### src/inc/ssf_pkg.sv
/*
 package of the serial port status flag block: register offsets, field
 positions, reset values and mode encodings.
 assumes a 32-bit apb slave with one aligned word per register.
*/
`default_nettype none
package ssf_pkg;
	// -------------------------------------------------------------
	// register byte offsets
	// -------------------------------------------------------------
	localparam logic [7:0] off_status = 8'h00;
	localparam logic [7:0] off_control = 8'h04;
	localparam logic [7:0] off_data = 8'h08;
	localparam logic [7:0] off_address = 8'h0c;
	localparam logic [7:0] off_int_status = 8'h10;
	localparam logic [7:0] off_int_mask = 8'h14;
	// -------------------------------------------------------------
	// serial_status fields
	// -------------------------------------------------------------
	localparam int st_rw_bit = 2;
	localparam int st_update_address_flag = 1;
	localparam int st_buffer_full_flag = 0;
	// -------------------------------------------------------------
	// serial_control fields
	// -------------------------------------------------------------
	localparam int ct_write_collision_flag = 7;
	localparam int ct_receive_overflow_flag = 6;
	localparam int ct_port_enable_bit = 5;
	localparam int ct_clock_polarity_bit = 4;
	localparam logic [7:0] control_reset = 8'h00;
	// -------------------------------------------------------------
	// port mode encodings
	// -------------------------------------------------------------
	localparam logic [2:0] mode_i2c_prefix = 3'h3;
	localparam logic [3:0] mode_i2c_10bit = 4'h7;
	// -------------------------------------------------------------
	// interrupt status / mask fields
	// -------------------------------------------------------------
	localparam int irq_rx_done = 0;
	localparam int irq_tx_done = 1;
	localparam int irq_collision = 2;
	localparam int irq_update_address = 3;
	localparam int irq_count = 4;
	localparam logic [7:0] data_reset = 8'h00;
	localparam logic [7:0] address_reset = 8'h00;
endpackage
`default_nettype wire

### src/logic/ssf_flags.sv
/*
 status and control flag logic of a synchronous serial port (spi master or
 slave, i2c slave), with an apb register slave and one level interrupt.
 assumes a bit engine outside that shifts the data and reports one-cycle
 event pulses synchronous to clk; apb master per amba apb protocol.
*/
// Overview of operation
// i2c: capture read/write bit at address match; drop at start, stop or ack.
// 10-bit i2c: set update-address flag when address register must be reloaded.
// completed reception loads the buffer and sets buffer-full in spi and i2c.
// i2c transmit: buffer-full high while eight loaded bits send, low when done.
// buffer write while busy is rejected and sets write-collision until software clears.
// software read of the data buffer clears buffer-full.
`timescale 1ns/100ps
`default_nettype none
module ssf_flags #(
	parameter int addr_w = 8
) (
	input wire logic clk,
	input wire logic rst_n,
	input wire logic psel,
	input wire logic penable,
	input wire logic pwrite,
	input wire logic [addr_w-1:0] paddr,
	input wire logic [31:0] pwdata,
	output logic [31:0] prdata,
	output logic pready,
	output logic pslverr,
	input wire logic eng_busy,
	input wire logic eng_addr_match,
	input wire logic eng_rw,
	input wire logic eng_start,
	input wire logic eng_stop,
	input wire logic eng_ack,
	input wire logic eng_update_address,
	input wire logic eng_rx_done,
	input wire logic [7:0] eng_rx_data,
	input wire logic eng_tx_done,
	output logic tx_load,
	output logic [7:0] tx_data,
	output logic [7:0] slave_address,
	output logic port_enable_bit,
	output logic clock_polarity_bit,
	output logic [3:0] port_mode,
	output logic irq
);
	// offsets need at least one full byte of address
	if (addr_w < 8) begin
		$error("ssf_flags: addr_w must be at least 8");
	end

	// -------------------------------------------------------------
	// reset release
	// -------------------------------------------------------------
	logic [1:0] rst_sync;
	logic rst_q_n;
	always_ff @(posedge clk or negedge rst_n) begin
		if (!rst_n) begin
			rst_sync <= 2'h0;
		end else begin
			rst_sync <= {rst_sync[0], 1'b1};
		end
	end
	assign rst_q_n = rst_sync[1];

	// -------------------------------------------------------------
	// apb decode
	// -------------------------------------------------------------
	logic [7:0] off;
	logic done;
	logic wr;
	logic rd;
	logic mapped;
	assign off = paddr[7:0];
	assign done = psel && penable && pready;
	// unmapped writes must have no effect anywhere
	assign wr = done && pwrite && mapped;
	assign rd = done && !pwrite;
	assign mapped = ((paddr >> 8) == '0) && (off == ssf_pkg::off_status
		|| off == ssf_pkg::off_control || off == ssf_pkg::off_data
		|| off == ssf_pkg::off_address || off == ssf_pkg::off_int_status
		|| off == ssf_pkg::off_int_mask);

	logic [7:0] control;
	logic [7:0] data_buf;
	logic rw_flag;
	logic update_address_flag;
	logic buffer_full_flag;
	logic [ssf_pkg::irq_count-1:0] int_status;
	logic [ssf_pkg::irq_count-1:0] int_mask;

	logic i2c_mode;
	logic ten_bit_mode;
	logic data_wr;
	logic data_wr_ok;
	logic collision;
	assign i2c_mode = control[ssf_pkg::ct_port_enable_bit]
		&& control[3:1] == ssf_pkg::mode_i2c_prefix;
	assign ten_bit_mode = i2c_mode && control[3:0] == ssf_pkg::mode_i2c_10bit;
	assign data_wr = wr && off == ssf_pkg::off_data;
	assign collision = data_wr && eng_busy;
	assign data_wr_ok = data_wr && !eng_busy;

	// -------------------------------------------------------------
	// bus answer: one wait state, registered
	// -------------------------------------------------------------
	logic [31:0] next_prdata;
	always_comb begin
		next_prdata = 32'h0000_0000;
		case (off)
			ssf_pkg::off_status: begin
				next_prdata[ssf_pkg::st_rw_bit] = rw_flag;
				next_prdata[ssf_pkg::st_update_address_flag] = update_address_flag;
				next_prdata[ssf_pkg::st_buffer_full_flag] = buffer_full_flag;
			end
			ssf_pkg::off_control: next_prdata[7:0] = control;
			ssf_pkg::off_data: next_prdata[7:0] = data_buf;
			ssf_pkg::off_address: next_prdata[7:0] = slave_address;
			ssf_pkg::off_int_status: next_prdata[ssf_pkg::irq_count-1:0] = int_status;
			ssf_pkg::off_int_mask: next_prdata[ssf_pkg::irq_count-1:0] = int_mask;
			default: next_prdata = 32'h0000_0000;
		endcase
		if (!mapped) begin
			next_prdata = 32'h0000_0000;
		end
	end

	always_ff @(posedge clk or negedge rst_q_n) begin
		if (!rst_q_n) begin
			pready <= 1'b0;
			pslverr <= 1'b0;
			prdata <= 32'h0000_0000;
		end else begin
			pready <= psel && penable && !pready;
			pslverr <= psel && penable && !pready && !mapped;
			if (psel && penable && !pready) begin
				prdata <= next_prdata;
			end
		end
	end

	// -------------------------------------------------------------
	// control register and write collision
	// -------------------------------------------------------------
	always_ff @(posedge clk or negedge rst_q_n) begin
		if (!rst_q_n) begin
			control <= ssf_pkg::control_reset;
		end else begin
			if (wr && mapped && off == ssf_pkg::off_control) begin
				control[6:0] <= pwdata[6:0];
				if (!pwdata[ssf_pkg::ct_write_collision_flag]) begin
					control[ssf_pkg::ct_write_collision_flag] <= 1'b0;
				end
			end
			if (collision) begin
				control[ssf_pkg::ct_write_collision_flag] <= 1'b1;
			end
		end
	end

	always_ff @(posedge clk or negedge rst_q_n) begin
		if (!rst_q_n) begin
			port_enable_bit <= 1'b0;
			clock_polarity_bit <= 1'b0;
			port_mode <= 4'h0;
		end else begin
			port_enable_bit <= control[ssf_pkg::ct_port_enable_bit];
			clock_polarity_bit <= control[ssf_pkg::ct_clock_polarity_bit];
			port_mode <= control[3:0];
		end
	end

	// -------------------------------------------------------------
	// data buffer and transmit load
	// -------------------------------------------------------------
	always_ff @(posedge clk or negedge rst_q_n) begin
		if (!rst_q_n) begin
			data_buf <= ssf_pkg::data_reset;
			tx_load <= 1'b0;
			tx_data <= ssf_pkg::data_reset;
		end else begin
			tx_load <= data_wr_ok && mapped;
			// transmit byte follows the accepted write even when rx wins the buffer
			if (data_wr_ok) begin
				tx_data <= pwdata[7:0];
			end
			if (eng_rx_done) begin
				data_buf <= eng_rx_data;
			end else if (data_wr_ok) begin
				data_buf <= pwdata[7:0];
			end
		end
	end

	// -------------------------------------------------------------
	// status flags
	// -------------------------------------------------------------
	always_ff @(posedge clk or negedge rst_q_n) begin
		if (!rst_q_n) begin
			buffer_full_flag <= 1'b0;
		end else begin
			if (rd && off == ssf_pkg::off_data) begin
				buffer_full_flag <= 1'b0;
			end else if (eng_tx_done && i2c_mode) begin
				buffer_full_flag <= 1'b0;
			end
			if (eng_rx_done) begin
				buffer_full_flag <= 1'b1;
			end else if (data_wr_ok && i2c_mode) begin
				buffer_full_flag <= 1'b1;
			end
		end
	end

	always_ff @(posedge clk or negedge rst_q_n) begin
		if (!rst_q_n) begin
			rw_flag <= 1'b0;
		end else if (i2c_mode && eng_addr_match) begin
			rw_flag <= eng_rw;
		end else if (eng_start || eng_stop || eng_ack) begin
			rw_flag <= 1'b0;
		end
	end

	always_ff @(posedge clk or negedge rst_q_n) begin
		if (!rst_q_n) begin
			update_address_flag <= 1'b0;
			slave_address <= ssf_pkg::address_reset;
		end else begin
			if (wr && off == ssf_pkg::off_address) begin
				slave_address <= pwdata[7:0];
				update_address_flag <= 1'b0;
			end
			if (ten_bit_mode && eng_update_address) begin
				update_address_flag <= 1'b1;
			end
		end
	end

	// -------------------------------------------------------------
	// interrupts: sticky, write one to clear, set wins
	// -------------------------------------------------------------
	logic [ssf_pkg::irq_count-1:0] events;
	assign events[ssf_pkg::irq_rx_done] = eng_rx_done;
	assign events[ssf_pkg::irq_tx_done] = eng_tx_done;
	assign events[ssf_pkg::irq_collision] = collision;
	assign events[ssf_pkg::irq_update_address] = ten_bit_mode && eng_update_address;

	always_ff @(posedge clk or negedge rst_q_n) begin
		if (!rst_q_n) begin
			int_status <= '0;
			int_mask <= '0;
			irq <= 1'b0;
		end else begin
			if (wr && off == ssf_pkg::off_int_status) begin
				int_status <= (int_status & ~pwdata[ssf_pkg::irq_count-1:0]) | events;
			end else begin
				int_status <= int_status | events;
			end
			if (wr && off == ssf_pkg::off_int_mask) begin
				int_mask <= pwdata[ssf_pkg::irq_count-1:0];
			end
			irq <= |(int_status & int_mask);
		end
	end
endmodule
`default_nettype wire

### config.mk
export PLATFORM = sky130hd
export DESIGN_NAME = ssf_flags
export DESIGN_NICKNAME = d
export VERILOG_FILES = /design/src/inc/ssf_pkg.sv /design/src/logic/ssf_flags.sv
export SDC_FILE = /design/constraint.sdc
export NUM_CORES = 1
export LEC_CHECK = 0
export BUFFER_PORTS_ARGS = -buffer_cell sky130_fd_sc_hd__clkbuf_2
export CELL_PAD_IN_SITES_DETAIL_PLACEMENT = 1
export CELL_PAD_IN_SITES_GLOBAL_PLACEMENT = 2
export CORE_MARGIN = 5
export CORE_UTILIZATION = 30
export CTS_CLUSTER_DIAMETER = 30
export DETAILED_ROUTE_END_ITERATION = 8
export PLACE_DENSITY = 0.83
export SETUP_SLACK_MARGIN = 0.4
export SYNTH_ARGS = -nofsm -noshare
export SYNTH_HDL_FRONTEND = slang
export SYNTH_SLANG_ARGS = --single-unit
### constraint.sdc
create_clock -name clk -period 5 [get_ports clk]
set_clock_uncertainty 0.05 [all_clocks]
set_input_delay 1 -clock clk [delete_from_list [all_inputs] [get_ports clk]]
set_output_delay 1 -clock clk [all_outputs]
set_load 0.01 [all_outputs]
* Word-level counts from Yosys, hierarchy flattened
Index checks and enable logic that the tools add are counted.
** Word-level totals
- Bits in registers :: 87
- Input bits :: 62
- Word-level logic and storage cells :: 92
** Operators by class
- Equal/unequal tests :: 8
- Mux-type cells :: 18
- Bitwise operators :: 5
- Reductions and logical operators :: 42
** Operator list (count)
- 8-bit 2-to-1 mux :: 4
- 1-bit logical AND :: 23
- 3-bit one-hot mux with 6 select lines :: 1
- 8-bit by 4-bit equality test with 1-bit output (second input constant) :: 2
- 8-bit by 5-bit equality test with 1-bit output (second input constant) :: 2
- 4-bit one-hot mux with 3 select lines :: 1
- 1-bit 2-to-1 mux :: 10
- 4-bit AND :: 2
- 8-bit by 3-bit equality test with 1-bit output (second input constant) :: 1
- 8-bit logical NOT :: 1
- 4-bit bitwise OR :: 2
- 2-bit nonzero test :: 4
- 1-bit logical OR :: 7
- 1-bit one-hot mux with 5 select lines :: 1
- 4-bit by 3-bit equality test with 1-bit output (second input constant) :: 1
- 1-bit logical NOT :: 4
- 4-bit 2-to-1 mux :: 1
- 4-bit NOT :: 1
- 4-bit nonzero test :: 1
- 4-bit OR reduction :: 1
- 3-bit by 2-bit equality test with 1-bit output (second input constant) :: 1
- 2-bit by 1-bit != test with 1-bit output (second input constant) :: 1
- 2-bit AND reduction :: 1

* Logic depth before layout (Yosys ltp)
- Depth in word-level cells :: 12
- Depth in mapped cells :: 7

* Worst setup path after synthesis
No wires, ideal clock.
- Path type :: input to register
- Start :: input port paddr[6]
- End :: register data_buf[6]
- Arrival :: 2.552 ns
- Data required time :: 4.826 ns
- Slack :: 2.273 ns
- Stages :: 7
- Path through :: or4_4 -> buf_6 -> or4_4 -> buf_6 -> buf_8 -> nand3b_1 -> nand3_1
** Between the ends
- Word-level cells in the longest chain between the ends :: 10
- Elaborated cells on any way between the ends :: 15
- Those cells by class :: 5 x eq/ne; 10 x reduce/logical
** RTL lines
- start: declaration :: RTL line ssf_flags.sv:24 : input wire logic [addr_w-1:0] paddr,
- 8-bit by 3-bit equality test with 1-bit output / 8-bit logical NOT (equally long branches) :: RTL line ssf_flags.sv:80, ssf_flags.sv:79
- 1-bit logical OR (2 in a row) :: RTL line ssf_flags.sv:80 : || off == ssf_pkg::off_control || off == ssf_pkg::off_data
- 1-bit logical OR (2 in a row) :: RTL line ssf_flags.sv:81 : || off == ssf_pkg::off_address || off == ssf_pkg::off_int_status
- 1-bit logical OR :: RTL line ssf_flags.sv:82 : || off == ssf_pkg::off_int_mask);
- 1-bit logical AND :: RTL line ssf_flags.sv:77 : assign wr = done && pwrite && mapped;
- 1-bit logical AND (*) :: RTL line ssf_flags.sv:100 : assign data_wr = wr && off == ssf_pkg::off_data;
- 1-bit logical AND (*) :: RTL line ssf_flags.sv:102 : assign data_wr_ok = data_wr && !eng_busy;
- 2-bit nonzero test (no source line) (*)
- end signal: assignment :: RTL line ssf_flags.sv:178 : data_buf <= ssf_pkg::data_reset;
- end signal: assignment :: RTL line ssf_flags.sv:188 : data_buf <= eng_rx_data;
- end signal: assignment :: RTL line ssf_flags.sv:190 : data_buf <= pwdata[7:0];
- end: declaration :: RTL line ssf_flags.sv:85 : logic [7:0] data_buf;
Mark *: on every way between the ends. The rest lies on a longest branch, timed or not.
A chain may end at the register's enable or synchronous reset.

* Final worst setup path
- Start :: input port paddr[2]
- End :: register int_status[3] in the netlist's numbering
** Between the ends
- Word-level cells in the longest chain between the ends :: 9
- Elaborated cells on any way between the ends :: 14
- Those cells by class :: 5 x eq/ne; 1 x mux; 8 x reduce/logical
** RTL lines
- 8-bit by 3-bit equality test with 1-bit output / 8-bit logical NOT (equally long branches) :: RTL line ssf_flags.sv:80, ssf_flags.sv:79
- 1-bit logical OR (2 in a row) :: RTL line ssf_flags.sv:80
- 1-bit logical OR (2 in a row) :: RTL line ssf_flags.sv:81
- 1-bit logical OR :: RTL line ssf_flags.sv:82
- 1-bit logical AND :: RTL line ssf_flags.sv:77
- 1-bit logical AND (*) :: RTL line ssf_flags.sv:255 : if (wr && off == ssf_pkg::off_int_status) begin
- 4-bit 2-to-1 mux (*) :: RTL line ssf_flags.sv:255
- end signal: assignment :: RTL line ssf_flags.sv:256 : int_status <= (int_status & ~pwdata[ssf_pkg::irq_count-1:0]) | events;
- end signal: assignment :: RTL line ssf_flags.sv:258 : int_status <= int_status | events;
- end: declaration :: RTL line ssf_flags.sv:89 : logic [ssf_pkg::irq_count-1:0] int_status;
Marks and branches as above.

==> run_results.csv <==
group,metric,value,unit
power_and_ir_drop,power.combinational.fraction,8.0,%
hold_path,timing.hold.worst.class,"reg2reg",
power_and_ir_drop,netSwitchingPower,0.248,mW
setup_path,timing.rr.end,"int_status[3]",
hold_path,min_path_cells,0,
power_and_ir_drop,p_sw_share,24.8,%
global_routing,pin_count_of_the_biggest_net_entering_global_routing,62,
logic_synthesis,yosys_warnings,0,
power_and_ir_drop,totalPowerFinal,1.00,mW
logic_synthesis,synthesis.instances,267,
clock_network,clkLatencyLatePin,0.33,ns
timing,worstMarginPinSlew,0.940,ns
route,dr_total_vias,2217,
die,start_util,30.8,%
clock_network,clock-root-buffer,"clkbuf_8",
clock_network,cts_tree,"done",
timing,max_freq,360,MHz
global_routing,grt_antenna_before_repair,0,
setup_path,timing_worst_setup_path_type,"in2reg",
final_layout,ant_diodes,0,
timing,timing.setup.tns,0,ns
clock_network,path_clk_slew,0.07,ns
die,design.die.area,0.0122,mm^2
timing,grt_setup_unrepaired,"false",
logic_synthesis,ys_seq_area_share,52.3,%
clock_network,clkSinkCount,63,
global_routing,overflow,0,
die,core_region_area,0.00977,mm^2
global_routing,first_global_vias,2324,
place,placed_area,0.00337,mm^2
logic_synthesis,synthesis.area_per_instance,11.3,um^2
clock_network,cts_buffers,9,
final_layout,layout.filler_cells,1135,
timing,min_period_over_period,55.6,%
route,drt_pre_antenna_iters,4,
setup_path,worstReg2RegStart,"pready",
timing,finalWorstPathRequiredPeriod,2.78,ns
setup_path,endpoint_kind,"register",
route,postRouteAntennaNets,0,
power_and_ir_drop,clock_power_share,39.7,%
timing,hold_viol,0,
clock_network,cts_max_level,3,
setup_path,worst_ep_required_time,5.16,ns
final_layout,area_added_between_synthesis_and_finish,17.5,%
logic_synthesis,synth_edf_count,0,
setup_path,start_kind,"input port",
route,vias_per_cell,4.68,
power_and_ir_drop,internal_power,0.753,mW
power_and_ir_drop,vdd_drop_max,0.133,mV
final_layout,final_nets,398,
power_and_ir_drop,p_per_area,282,mW/mm^2
hold_path,hold_path_end,"rst_sync[1]",
power_and_ir_drop,power.sequential.fraction,52.3,%
logic_synthesis,synthFlopType,"dfrtp_1",
outcome,run_status,"completed",
die,io_pins,120,
power_and_ir_drop,leakage,1.76,nW
final_layout,area_of_all_placed_cells_without_fillers,0.00354,mm^2
logic_synthesis,synth.distinct_cells,38,
setup_path,reg2reg_depth,4,
route,detail_route.wirelength,8120,um
global_routing,grt_pass1_wl,12800,um
route,wl_per_cell,17.1,um
timing,slew_violations,0,
clock_network,postCtsResizedCells,0,
die,dieWidth,110,um
logic_synthesis,yosys_register_bits,63,
hold_path,hold_path.startpoint,"rst_sync[0]",
route,detail_route.iter0.violations,106,
setup_path,cp.arrival,2.94,ns
flow_run,maxCapViolations,0,
clock_network,cts.path.max_buffers,2,
die,row_count,36,
final_layout,post_route_cells_drive_above_1_share,37.2,%
place,place_hpwl,5940,um
route,drcViolationCount,0,
clock_network,holdBufCountCts,0,
place,routabilityCongestion,0.785,
global_routing,global_route.usage.total,13.9,%
logic_synthesis,async_set_reset_flop_share_out_of_synthesis,100,%
clock_network,post_cts.repair.setup_buffers,0,
setup_path,regToRegSetupSlack,3.05,ns
die,die_height,110,um
timing,max_slew_margin,36.7,%
place,io_buffer_count,71,
setup_path,critical_path_maximum_fanout,21,
logic_synthesis,syn_area,0.00301,mm^2
timing,finalSetupViolCount,0,
-- cell usage in the layout (no fill, tap or decap) --
cell and count:
a211oi_1 1, a21bo_2 1, a21o_1 2, a21oi_1 1, a22o_1 4, a22oi_1 13, and3_1 2, and4b_1 1
buf_4 2, clkbuf_1 2, clkbuf_2 71, clkbuf_8 11, clkinv_2 2, clkinvlp_4 1, conb_1 25, dfrtp_1 62
dfrtp_2 1, inv_1 2, mux2_2 32, nand2_1 46, nand2b_1 3, nand3_1 5, nand3b_1 13, nand4_1 1
nor2_1 2, nor2b_1 3, nor3_1 3, nor4_1 2, nor4_2 1, nor4_4 1, nor4b_1 2, o211ai_1 5
o21ai_0 9, o2bb2ai_1 2, o311ai_0 1, or3_2 1, or4_4 2, or4b_2 1, or4bb_1 2
-- cell families (layout without fill, tap and decap cells) --
group	Yosys count	after routing	share of synthesized area, %
compound gates	39	39	9.26
buf+inv	40	91	9.30
flops	63	63	52.3
mux	32	32	12.0
other cells	2	25	0.249
simple gates	91	91	16.9
-- flip-flops by register name (all words and copies together), names as in the netlist, 2 cells and up --
register	count
int_mask	4
rst_sync	2
control	8
data_buf	8
prdata	8
int_status	4
port_mode	4
tx_data	8
slave_address	8
-- metal layers --
layer,share of wire (%),vias up,track usage (%)
met4,1.1,0,3.78
li1,-,1035,-
met5,0,-,0
met2,47,82,21.5
met1,45,1092,19.1
met3,7.6,8,4.19
-- stage by stage --
step / instances / worst slack (ns) / hold slack, ns / util (%)
floorplan: 290 / 2.27 / 0.281 / -
global placement: 458 / 1.92 / 0.287 / 34.4
detailed placement: 458 / 1.87 / 0.292 / 34.4
CTS: 474 / 2.23 / 0.308 / 36.2
global route: 474 / 2.11 / 0.312 / 36.2
finish: 474 / 2.22 / 0.306 / 36.2
-- critical path, cell delays in order --
cell and delay, ns:
clkbuf_2 0.29, or4bb_1 0.55, nor4_1 0.72, nand2_1 0.13, a21bo_2 0.24
-- power by group through the flow --
stage               Combinational, mW  Clock, mW  Sequential [mW]
finish                         0.0803      0.397            0.523
detailed placement             0.0809          0            0.533
floorplan                      0.0547          0            0.539
global route                   0.0908      0.432            0.524
CTS                            0.0813      0.409            0.523
global placement               0.0798          0            0.533
-- cells in the mapped netlist, types with 2 or more instances --
cell type / n / area, um^2
dfrtp_1: 63 / 1580
nand2_1: 46 / 173
mux2_2: 32 / 360
buf_4: 24 / 180
a22oi_1: 13 / 97.6
nand3b_1: 13 / 97.6
o21ai_0: 9 / 45.0
clkbuf_1: 7 / 26.3
nand3_1: 5 / 25.0
o211ai_1: 5 / 37.5
a22o_1: 4 / 35.0
buf_2: 3 / 15.0
nand2b_1: 3 / 18.8
nor2b_1: 3 / 18.8
nor3_1: 3 / 15.0
a21o_1: 2 / 15.0
and3_1: 2 / 12.5
buf_6: 2 / 22.5
conb_1: 2 / 7.51
inv_1: 2 / 7.51
nor2_1: 2 / 7.51
nor4_1: 2 / 12.5
nor4b_1: 2 / 17.5
o2bb2ai_1: 2 / 17.5
or4_4: 2 / 22.5
or4bb_1: 2 / 22.5
-- how the worst max path moves through the flow --
| stage | endpoint | from | slack, ns | cells past startpoint |
|---|---|---|---|---|
| 4_1_cts | data_buf[4] | paddr[2] | 2.23 | 5 |
| 5_1_grt | int_status[3] | paddr[2] | 2.11 | 5 |
| 6_report | int_status[3] | paddr[2] | 2.22 | 5 |
| 3_5_place_dp | data_buf[4] | paddr[2] | 1.87 | 5 |
| 3_3_place_gp | data_buf[4] | paddr[2] | 1.92 | 5 |
| 2_1_floorplan | data_buf[6] | paddr[6] | 2.27 | 7 |
-- cell type report --
type | count | area, um^2 | share of cell area, %
multi-input cells | 187 | 1240 | 35.1
clock inverters | 3 | 17.5 | 0.495
clock buffers | 13 | 159 | 4.49
well taps | 133 | 166 | 4.70
inverters | 2 | 7.51 | 0.212
repair buffers | 73 | 370 | 10.5
flip-flops and latches | 63 | 1580 | 44.5
Note: power is estimated with default switching activity, not from simulation.
